--- src/hw/ufic_pkg.sv ---
// package of the fifo control and interrupt block of a serial element
// assumes one 100 MHz clock and a receiver clock enable at sixteen ticks per bit
package ufic_pkg;

  // ****************************************
  // register indices (byte address is four times the index)
  // ****************************************
  localparam logic [2:0] UFIC_IDX_DATA  = 3'h0;  // receive_buffer / transmit_holding
  localparam logic [2:0] UFIC_IDX_IEN   = 3'h1;  // interrupt_enable
  localparam logic [2:0] UFIC_IDX_IID   = 3'h2;  // interrupt_identification / fifo_control
  localparam logic [2:0] UFIC_IDX_LCTL  = 3'h3;  // line control
  localparam logic [2:0] UFIC_IDX_LSTAT = 3'h5;  // line_status
  localparam logic [2:0] UFIC_IDX_MSTAT = 3'h6;  // modem_status

  // ****************************************
  // field positions
  // ****************************************
  localparam int UFIC_FC_EN    = 0;  // fifo_enable_bit
  localparam int UFIC_FC_RXCLR = 1;
  localparam int UFIC_FC_TXCLR = 2;
  localparam int UFIC_FC_DMA   = 3;
  localparam int UFIC_LC_STB   = 2;  // two stop bits
  localparam int UFIC_LC_PEN   = 3;  // parity enable
  localparam int UFIC_LC_DIVISOR_ACCESS_BIT  = 7;  // divisor_access_bit

  // ****************************************
  // identification codes, trigger levels, sizes, timing
  // ****************************************
  localparam logic [3:0] UFIC_IID_NONE = 4'h1;
  localparam logic [3:0] UFIC_IID_RLS  = 4'h6;
  localparam logic [3:0] UFIC_IID_RDA  = 4'h4;
  localparam logic [3:0] UFIC_IID_CTO  = 4'hC;
  localparam logic [3:0] UFIC_IID_TRANSMIT_HOLDING_EMPTY = 4'h2;
  localparam logic [3:0] UFIC_IID_MSI  = 4'h0;
  localparam logic [4:0] UFIC_TRIG_L0  = 5'h01;
  localparam logic [4:0] UFIC_TRIG_L1  = 5'h04;
  localparam logic [4:0] UFIC_TRIG_L2  = 5'h08;
  localparam logic [4:0] UFIC_TRIG_L3  = 5'h0E;
  localparam logic [4:0] UFIC_DEPTH    = 5'h10;  // entries per fifo
  localparam logic [4:0] UFIC_CHR_CAP  = 5'h01;  // holding depth in character mode
  localparam logic [7:0] UFIC_TICKS    = 8'h10;  // receiver ticks per bit
  localparam logic [9:0] UFIC_TO_TICKS = 10'h040;  // four characters of sixteen ticks per bit
  localparam logic [7:0] UFIC_IEN_RST  = 8'h00;
  localparam logic [7:0] UFIC_LCTL_RST = 8'h00;

  // ****************************************
  // carriers and state
  // ****************************************
  typedef struct packed {
    logic [2:0] err;  // [0] parity, [1] framing, [2] break
    logic [7:0] ch;
  } ufic_rx_ent_s;

  typedef struct packed {
    ufic_rx_ent_s [15:0] rx_mem;
    logic [3:0]          rx_rd, rx_wr;
    logic [4:0]          rx_cnt;
    logic [15:0][7:0]    tx_mem;
    logic [3:0]          tx_rd, tx_wr;
    logic [4:0]          tx_cnt;
    logic                fen, dma_mode;
    logic [1:0]          trig;
    logic [3:0]          ien;
    logic [7:0]          lctl;
    logic [3:0]          ls_err;  // [0] overrun [1] parity [2] framing [3] break
    logic                top_rep;
    logic [3:0]          msr_delta;
    logic [9:0]          to_cnt;
    logic                to_pend;
    logic                transmit_holding_empty_pend, transmit_holding_empty_wait, tx_two;
    logic [7:0]          transmit_holding_empty_dly;
    logic                bus_wait;
    logic [7:0]          rdata;
    logic                irq, rxdma_n, txdma_n, txval;
    logic [7:0]          txdata;
  } ufic_state_s;

  // reset image of the whole state
  function automatic ufic_state_s ufic_rst_state();
    ufic_state_s s;
    s          = '0;
    s.ien      = UFIC_IEN_RST[3:0];
    s.lctl     = UFIC_LCTL_RST;
    s.bus_wait = 1'b1;
    s.rxdma_n  = 1'b1;
    return s;
  endfunction : ufic_rst_state

endpackage : ufic_pkg

--- src/hw/ufic_top.sv ---
// fifo control, interrupt priority and identification of a serial element
// assumes an avalon-mm master, a receiver that pushes whole characters and
// a transmit shifter that takes characters; all inputs synchronous to sys_clk
`timescale 1ns/10ps
`default_nettype none

module ufic_top
  import ufic_pkg::*;
(
  // clock and reset
  input  wire logic         sys_clk,
  input  wire logic         sys_rst,
  // avalon-mm slave
  input  wire logic [4:0]   avs_address,
  input  wire logic         avs_read,
  input  wire logic         avs_write,
  input  wire logic [31:0]  avs_writedata,
  output var  logic [31:0]  avs_readdata,
  output var  logic         avs_waitrequest,
  // receiver side
  input  wire logic         rcv_clk_en,
  input  wire logic         rx_push,
  input  wire ufic_rx_ent_s rx_char,
  // transmitter side
  input  wire logic         tx_take,
  input  wire logic         tx_shift_busy,
  output var  logic [7:0]   tx_char,
  output var  logic         tx_valid,
  // modem lines
  input  wire logic [3:0]   modem_change,
  input  wire logic [3:0]   modem_level,
  // interrupt and dma handshakes
  output var  logic         interrupt_out,
  output var  logic         receive_dma_request_n,
  output var  logic         transmit_dma_request_n
);

  // ****************************************
  // helpers
  // ****************************************

  // bits on the line per character, optionally with the second stop bit
  function automatic logic [3:0] ufic_char_bits(input logic [7:0] lc, input logic extra);
    ufic_char_bits = 4'h7 + {2'b00, lc[1:0]} + {3'b000, lc[UFIC_LC_PEN]}
                     + {3'b000, lc[UFIC_LC_STB] & extra};
  endfunction : ufic_char_bits

  // receive trigger level from the two select bits
  function automatic logic [4:0] ufic_trig_lvl(input logic [1:0] sel);
    case (sel)
      2'b00:   ufic_trig_lvl = UFIC_TRIG_L0;
      2'b01:   ufic_trig_lvl = UFIC_TRIG_L1;
      2'b10:   ufic_trig_lvl = UFIC_TRIG_L2;
      default: ufic_trig_lvl = UFIC_TRIG_L3;
    endcase
  endfunction : ufic_trig_lvl

  // identification code of the highest pending source
  function automatic logic [3:0] ufic_iid(input ufic_state_s s);
    logic rls, rda, cto, transmit_holding, msi;
    rls = s.ien[2] & (|s.ls_err);
    rda = s.ien[0] & (s.fen ? (s.rx_cnt >= ufic_trig_lvl(s.trig)) : (s.rx_cnt != 5'h00));
    cto = s.ien[0] & s.fen & s.to_pend;
    transmit_holding = s.ien[1] & s.transmit_holding_empty_pend;
    msi = s.ien[3] & (|s.msr_delta);
    if (rls) begin
      ufic_iid = UFIC_IID_RLS;
    end else if (rda) begin
      ufic_iid = UFIC_IID_RDA;
    end else if (cto) begin
      // time-out code only in fifo mode
      ufic_iid = UFIC_IID_CTO;
    end else if (transmit_holding) begin
      ufic_iid = UFIC_IID_TRANSMIT_HOLDING_EMPTY;
    end else if (msi) begin
      ufic_iid = UFIC_IID_MSI;
    end else begin
      ufic_iid = UFIC_IID_NONE;
    end
  endfunction : ufic_iid

  // ****************************************
  // state
  // ****************************************
  ufic_state_s q, d;

  logic [2:0] idx;
  assign idx = avs_address[4:2];

  // next state of the whole block
  always_comb begin
    logic       rx_pop, tx_push, iid_rd, lsr_rd, msr_rd, fc_wr, divisor_access_bit, to_act, tx_pop;
    logic [7:0] wd, rd, fc;
    logic [4:0] cap, trig;
    logic [3:0] iid_q;
    logic       err_any;
    d       = q;
    rx_pop  = 1'b0;
    tx_push = 1'b0;
    iid_rd  = 1'b0;
    lsr_rd  = 1'b0;
    msr_rd  = 1'b0;
    fc_wr   = 1'b0;
    wd      = avs_writedata[7:0];
    rd      = 8'h00;
    fc      = 8'h00;
    divisor_access_bit    = q.lctl[UFIC_LC_DIVISOR_ACCESS_BIT];
    cap     = q.fen ? UFIC_DEPTH : UFIC_CHR_CAP;
    iid_q   = ufic_iid(q);
    err_any = 1'b0;
    to_act  = 1'b0;
    tx_pop  = 1'b0;
    trig    = 5'h00;
    for (int i = 0; i < 16; i++) begin
      if (5'(i) < q.rx_cnt) begin
        err_any = err_any | (|q.rx_mem[4'(q.rx_rd + 4'(i))].err);
      end
    end

    // bus slave: take a request while waitrequest is high, answer next cycle
    d.bus_wait = 1'b1;
    if ((avs_read || avs_write) && q.bus_wait) begin
      d.bus_wait = 1'b0;
      if (avs_read) begin
        case (idx)
          UFIC_IDX_DATA: begin
            // data window hidden while divisor access is set
            if (!divisor_access_bit) begin
              rd     = q.rx_mem[q.rx_rd].ch;
              rx_pop = (q.rx_cnt != 5'h00);
            end
          end
          UFIC_IDX_IEN: begin
            rd = divisor_access_bit ? 8'h00 : {4'h0, q.ien};
          end
          UFIC_IDX_IID: begin
            // read side of the shared address
            // fifo mode flags and zero bits
            // bit 0 low when something is pending
            rd     = {q.fen, q.fen, 2'b00, iid_q};
            iid_rd = 1'b1;
          end
          UFIC_IDX_LCTL: begin
            rd = q.lctl;
          end
          UFIC_IDX_LSTAT: begin
            rd = {err_any & q.fen, (q.tx_cnt == 5'h00) & !tx_shift_busy,
                  q.tx_cnt == 5'h00, q.ls_err, q.rx_cnt != 5'h00};
            lsr_rd = 1'b1;
          end
          UFIC_IDX_MSTAT: begin
            rd     = {modem_level, q.msr_delta};
            msr_rd = 1'b1;
          end
          default: rd = 8'h00;
        endcase
      end else begin
        case (idx)
          UFIC_IDX_DATA: tx_push = !divisor_access_bit;
          UFIC_IDX_IEN: begin
            if (!divisor_access_bit) begin
              d.ien = wd[3:0];
              // enabling the transmit source with an empty fifo raises it
              if (wd[1] && !q.ien[1] && q.tx_cnt == 5'h00) begin
                d.transmit_holding_empty_pend = 1'b1;
              end
            end
          end
          UFIC_IDX_IID: begin
            // write side of the shared address
            fc_wr = 1'b1;
            fc    = wd;
          end
          UFIC_IDX_LCTL: d.lctl = wd;
          default: ;
        endcase
      end
      d.rdata = rd;
    end

    // line status read clears errors, new ones win
    if (lsr_rd) begin
      d.ls_err = 4'h0;
    end
    if (msr_rd) begin
      d.msr_delta = 4'h0;
    end
    d.msr_delta = d.msr_delta | modem_change;

    // receive buffer read pops one character
    if (rx_pop) begin
      d.rx_rd   = q.rx_rd + 4'h1;
      d.rx_cnt  = q.rx_cnt - 5'h01;
      d.top_rep = 1'b0;
    end
    // receiver push with error bits, overrun when full
    if (rx_push) begin
      if (d.rx_cnt < cap) begin
        d.rx_mem[q.rx_wr] = rx_char;
        d.rx_wr           = q.rx_wr + 4'h1;
        d.rx_cnt          = d.rx_cnt + 5'h01;
      end else begin
        d.ls_err[0] = 1'b1;
      end
    end

    // transmit fifo: shifter takes the head, host pushes the tail
    tx_pop = tx_take && (q.tx_cnt != 5'h00);
    if (tx_pop) begin
      d.tx_rd  = q.tx_rd + 4'h1;
      d.tx_cnt = q.tx_cnt - 5'h01;
    end
    if (tx_push) begin
      d.transmit_holding_empty_pend = 1'b0;
      d.transmit_holding_empty_wait = 1'b0;
      if (d.tx_cnt < cap) begin
        d.tx_mem[q.tx_wr] = wd;
        d.tx_wr           = q.tx_wr + 4'h1;
        d.tx_cnt          = d.tx_cnt + 5'h01;
      end
    end
    // identification read clears transmit-empty when it is shown
    if (iid_rd && iid_q == UFIC_IID_TRANSMIT_HOLDING_EMPTY) begin
      d.transmit_holding_empty_pend = 1'b0;
    end

    // fifo control write; flushes win over same-cycle push and pop
    if (fc_wr) begin
      if (fc[UFIC_FC_EN] != q.fen) begin
        d.fen    = fc[UFIC_FC_EN];
        d.rx_rd  = 4'h0;
        d.rx_wr  = 4'h0;
        d.rx_cnt = 5'h00;
        d.tx_rd  = 4'h0;
        d.tx_wr  = 4'h0;
        d.tx_cnt = 5'h00;
        // first transmit-empty after the change is immediate
        d.transmit_holding_empty_pend = 1'b1;
        d.transmit_holding_empty_wait = 1'b0;
        d.tx_two    = 1'b0;
      end
      // remaining bits only with enable written set
      if (fc[UFIC_FC_EN]) begin
        d.dma_mode = fc[UFIC_FC_DMA];
        d.trig = fc[7:6];
        if (fc[UFIC_FC_RXCLR]) begin
          d.rx_rd  = 4'h0;
          d.rx_wr  = 4'h0;
          d.rx_cnt = 5'h00;
        end
        if (fc[UFIC_FC_TXCLR]) begin
          d.tx_rd  = 4'h0;
          d.tx_wr  = 4'h0;
          d.tx_cnt = 5'h00;
        end
      end
    end

    // errors of the character now at the head are shown once
    if (d.rx_cnt == 5'h00) begin
      d.top_rep = 1'b0;
    end else if (!d.top_rep) begin
      d.ls_err[3:1] = d.ls_err[3:1] | d.rx_mem[d.rx_rd].err;
      d.top_rep     = 1'b1;
    end

    // timer runs only with fifo and receive interrupt enabled
    to_act = d.fen && d.ien[0] && (d.rx_cnt != 5'h00);
    // read clears a pending time-out and the timer
    if (rx_pop || !to_act) begin
      d.to_pend = 1'b0;
      d.to_cnt  = 10'h000;
    end else if (rx_push && !q.to_pend) begin
      d.to_cnt = 10'h000;
    end else if (rcv_clk_en && !q.to_pend) begin
      // four character times incl. second stop bit
      if (q.to_cnt >= 10'(ufic_char_bits(q.lctl, 1'b1)) * UFIC_TO_TICKS - 10'h001) begin
        d.to_pend = 1'b1;
      end else begin
        d.to_cnt = q.to_cnt + 10'h001;
      end
    end

    // two bytes held together since the fifo last emptied
    if (d.tx_cnt >= 5'h02) begin
      d.tx_two = 1'b1;
    end
    // transmit fifo emptied by the shifter
    if (tx_pop && d.tx_cnt == 5'h00 && !tx_push) begin
      if (q.tx_two || !q.fen) begin
        d.transmit_holding_empty_pend = 1'b1;
      end else begin
        d.transmit_holding_empty_wait = 1'b1;
        d.transmit_holding_empty_dly  = 8'h00;
      end
      d.tx_two = 1'b0;
    end else if (q.transmit_holding_empty_wait && d.transmit_holding_empty_wait && rcv_clk_en) begin
      // one character time less its stop bits
      if (q.transmit_holding_empty_dly >= 8'(ufic_char_bits(q.lctl, 1'b0) - 4'h1) * UFIC_TICKS - 8'h01) begin
        d.transmit_holding_empty_pend = 1'b1;
        d.transmit_holding_empty_wait = 1'b0;
      end else begin
        d.transmit_holding_empty_dly = q.transmit_holding_empty_dly + 8'h01;
      end
    end

    // interrupt output follows the enabled pending sources
    // enables gate the sources inside the priority encoder
    d.irq = (ufic_iid(d) != UFIC_IID_NONE);

    // receive dma: mode 0 any data, mode 1 trigger or time-out until empty
    trig = ufic_trig_lvl(d.trig);
    if (d.fen && d.dma_mode) begin
      if (q.rxdma_n) begin
        d.rxdma_n = !((d.rx_cnt >= trig) || d.to_pend);
      end else begin
        d.rxdma_n = (d.rx_cnt == 5'h00);
      end
      d.txdma_n = (d.tx_cnt >= UFIC_DEPTH);
    end else begin
      d.rxdma_n = (d.rx_cnt == 5'h00);
      d.txdma_n = (d.tx_cnt != 5'h00);
    end

    // head of the transmit fifo toward the shifter
    d.txdata = d.tx_mem[d.tx_rd];
    d.txval  = (d.tx_cnt != 5'h00);
  end

  // state register with synchronous reset
  always_ff @(posedge sys_clk) begin
    if (sys_rst) begin
      q <= ufic_rst_state();
    end else begin
      q <= d;
    end
  end

  // ****************************************
  // outputs
  // ****************************************

  // every output straight from the state register
  assign avs_readdata           = {24'h000000, q.rdata};
  assign avs_waitrequest        = q.bus_wait;
  assign tx_char                = q.txdata;
  assign tx_valid               = q.txval;
  assign interrupt_out          = q.irq;
  assign receive_dma_request_n  = q.rxdma_n;
  assign transmit_dma_request_n = q.txdma_n;

endmodule : ufic_top

`default_nettype wire

--- config.mk ---
export PLATFORM = sky130hd
export DESIGN_NAME = ufic_top
export DESIGN_NICKNAME = d
export VERILOG_FILES = /design/src/hw/ufic_pkg.sv /design/src/hw/ufic_top.sv
export SDC_FILE = /design/constraint.sdc
export NUM_CORES = 1
export LEC_CHECK = 0
export BUFFER_PORTS_ARGS = -buffer_cell sky130_fd_sc_hd__buf_4
export CELL_PAD_IN_SITES_DETAIL_PLACEMENT = 0
export CELL_PAD_IN_SITES_GLOBAL_PLACEMENT = 1
export CORE_UTILIZATION = 45
export DETAILED_ROUTE_END_ITERATION = 10
export GPL_TIMING_DRIVEN = 0
export PLACE_DENSITY_LB_ADDON = 0.1
export SLEW_MARGIN = 20
export SYNTH_ARGS = -nofsm -noshare
export SYNTH_HDL_FRONTEND = slang
export SYNTH_SLANG_ARGS = --single-unit
--- constraint.sdc ---
create_clock -name sys_clk -period 5.2 [get_ports sys_clk]
set_input_delay 0.52 -clock sys_clk [delete_from_list [all_inputs] [get_ports sys_clk]]
set_output_delay 0.52 -clock sys_clk [all_outputs]
set_load 0.01 [all_outputs]
==> impl_metrics.json <==
{
  "status": "complete, but fails checks",
  "violations": "DRC",
  "cp.buffers_inverters": 4,
  "drive_above_1_share_pct": 10.8,
  "antenna_found_initial": 1,
  "crit_arrival_ns": 5.64,
  "async_flop_share_pct": 0,
  "crit_slowest_cell": "or3_1",
  "cts_htree_levels": 2,
  "final_antenna_net_count": 0,
  "cp_slowest_stage_delay_ns": 0.46,
  "synth_top_family_by_area": "simple AND/OR/NAND/NOR gates",
  "hold_violations": 0,
  "maxSlewHeadroom_pct": 22.0,
  "cts_tree": "yes",
  "vias": 20000,
  "min_path_type": "in -> reg",
  "areaGrowthSynthToFinish_pct": 14.3,
  "synth_edf_count": 0,
  "drt_wl_total_mm": 77.8,
  "drt_iter0_markers": 1889,
  "clkSinkCount": 398,
  "start_util_pct": 45.6,
  "cts_buffers": 47,
  "hpwl_mm": 56.9,
  "path_class": "reg -> reg",
  "path_cells": "clkbuf_4 > clkinvlp_4 > ha_1 > nor4b_4 > nor4_4 > nand3_1 > xnor2_2 > ha_1 > clkbuf_4 > a22oi_2 > and4_1 > buf_4 > a21oi_1 > or3_1 > o2111ai_2 > o211ai_1 > or3_1 > and4_1 > o311ai_2",
  "critPathRequiredTime_ns": 5.68,
  "clk_latency_ns": 0.60,
  "drv_cap": 0,
  "hold_slack_ns": 0.188,
  "ioPinCount": 109,
  "core_area_sq_mm": 0.0467,
  "grt_max_degree": 14,
  "fmax_ghz": 0.194,
  "synth_cell_type_count": 82,
  "syn_inst": 2556,
  "crit_path_max_fanout": 10,
  "clock_path_buffers": 3,
  "total_power_uw": 9230,
  "grt_setup_unrepaired": "yes",
  "grt_overflow": 0,
  "startpoint_type": "flop",
  "clk_pin_slew_ns": 0.06,
  "dieHeight_microns": 220,
  "yosysTopAreaCell": "dfxtp_1",
  "wire_per_inst_microns": 23.3,
  "synth_fa_ha_area_share_pct": 2.99,
  "layout.nets": 2806,
  "r2r-end": "interrupt_out$_SDFF_PP0_",
  "grt_pass1_vias": 18700,
  "r2r_start": "q[209]$_SDFF_PP0_",
  "synth_simple_gate_area_share_pct": 20.7,
  "track_usage_pct": 31.9,
  "place_congestion": 0.956,
  "drc_errors": 18,
  "io_buffers": 53,
  "slew_viol_final": 0,
  "endpoint": "interrupt_out$_SDFF_PP0_",
  "critPathTopFamily": "simple AND/OR/NAND/NOR gates",
  "synth_area_sq_mm": 0.0213,
  "timing.final.crit_share_pct": 99.2,
  "worst_slew_pin_slew_ns": 1.17,
  "synth_area_leaders": "dfxtp_1 (37%), mux2i_1 (11%), nand2_1 (6.2%)",
  "cts_root_buffer": "clkbuf_16",
  "drt_first_pass_iters": 9,
  "critical_path.startpoint": "q[209]$_SDFF_PP0_",
  "synth_top_area_share_pct": 37.4,
  "filler_cell_count": 4519,
  "place_ws_ns": -1.20,
  "synth_mux_area_share_pct": 15.9,
  "synth.most_common_cell": "dfxtp_1",
  "synth-xor-area-share_pct": 1.85,
  "setup_tns_ns": 0,
  "grt_pass1_wl_mm": 116,
  "synth_commonest_cells": "dfxtp_1 (398), nand2_1 (350), nor2_1 (325), a21oi_1 (244), mux2i_1 (234)",
  "postLayoutSetupSlackWorst_ns": 0.0412,
  "ys_seq_area_share_pct": 37.4,
  "synth_top_flop_cell": "dfxtp_1",
  "finClkSkew_ns": 0.0237,
  "worst-r2r-cell-count": 19,
  "synth-seq-cells": 398,
  "n_antenna_cell": 0,
  "p_leak_uw": 0.00974,
  "p_per_area_mw_per_mm2": 379,
  "path_depth": 19,
  "avgSynthCellArea_sq_um": 8.33,
  "period_minus_slack_ns": 5.16,
  "row_count": 79,
  "die_area_sq_mm": 0.0482,
  "synth_compound_area_share_pct": 15.6,
  "reg2reg_setup_slack_ns": 0.04,
  "vias_per_cell": 5.99,
  "setup_viol_count_final": 0,
  "critPathCaptureType": "flop",
  "yosys_warnings": 0,
  "ir_drop_mv": 0.269,
  "dieWidth_microns": 220
}
## layer usage
| layer | part of all wire [%] | vias to the layer above | track usage, % |
|---|---|---|---|
| met2 | 46 | 810 | 52.0 |
| li1 | - | 9294 | - |
| met1 | 44 | 9731 | 43.0 |
| met5 | 0 | - | 0 |
| met3 | 6.4 | 153 | 3.67 |
| met4 | 3.7 | 0 | 12.4 |
## per-stage QoR
| step | instances | util [%] | instance area (sq um) |
|---|---|---|---|
| floorplan | 2579 | - | 21400 |
| global placement | 3239 | 48.3 | 22500 |
| detailed placement | 3239 | 48.3 | 22500 |
| CTS | 3331 | 51.9 | 24200 |
| global route | 3336 | 52.2 | 24300 |
| finish | 3336 | 52.2 | 24300 |
## area by class of cell
type / count / area (sq um) / share of cell area, %
clock buffers: 71 / 1360 / 5.57
inverters: 41 / 158 / 0.648
repair buffers: 64 / 480 / 1.97
clock inverters: 15 / 218 / 0.895
flip-flops and latches: 398 / 7970 / 32.7
plain buffers: 233 / 1060 / 4.37
well taps: 607 / 759 / 3.12
multi-input cells: 1907 / 12300 / 50.7
## placed cells by master (no fill, tap or decap), drive strengths merged, types with 38 or more instances in the layout
cell type and count:
mux4 40, nor2 325, nor3 59, mux2i 234, nand2 350, nand3 79
dfxtp 398, ha 50, inv 38, o21ai 59, a21oi 244, clkbuf 240
buf 128
## worst min-delay path by stage
stage | depth (start not counted) | end | startpoint | slack [ns]
after floorplan | 2 | q[91]$_SDFF_PP0_ | q[91]$_SDFF_PP0_ | 0.43
after global placement | 2 | q[88]$_SDFF_PP0_ | q[88]$_SDFF_PP0_ | 0.44
after detailed placement | 2 | flop | flop | 0.45
after CTS | 3 | q[43]$_SDFF_PP0_ | modem_change[0] | 0.16
after global routing | 3 | q[43]$_SDFF_PP0_ | modem_change[0] | 0.19
final | 3 | q[43]$_SDFF_PP0_ | modem_change[0] | 0.19
## tightest hold or removal path, delay by kind of cell
kind                   cells  cell delay, ns
AOI/OAI and AO/OA          1            0.04
and+or+nand+nor            1            0.07
buffers and inverters      1            0.11
## timing repair
| action | in CTS | in global routing |
|---|---|---|
| pin swaps | 4 | 1 |
| gates resized for setup | 17 | 19 |
| buffers inserted | 6 | 5 |
| endpoints found under the setup margin | 69 | 30 |
| hold buffers | 0 | 0 |
## power breakdown
part / leakage, uW / total [uW] / internal, uW / switching, uW
clock network: 0.000765 / 3400 / 2010 / 1400
logic: 0.00576 / 2560 / 861 / 1700
registers: 0.00321 / 3260 / 3170 / 93.8
total: 0.00974 / 9230 / 6030 / 3190
## logic make-up (layout without fill, tap and decap cells)
group                      count (synthesis)  count (layout)
other                                      1              24
adders and majority gates                 51              51
AOI/OAI and AO/OA                        519             519
DFF                                      398             398
and+or+nand+nor                          982             982
buffers and inverters                    274             424
xor gates and xnor gates                  45              45
muxes                                    286             286
No activity file was read; power rests on OpenSTA's default activity.
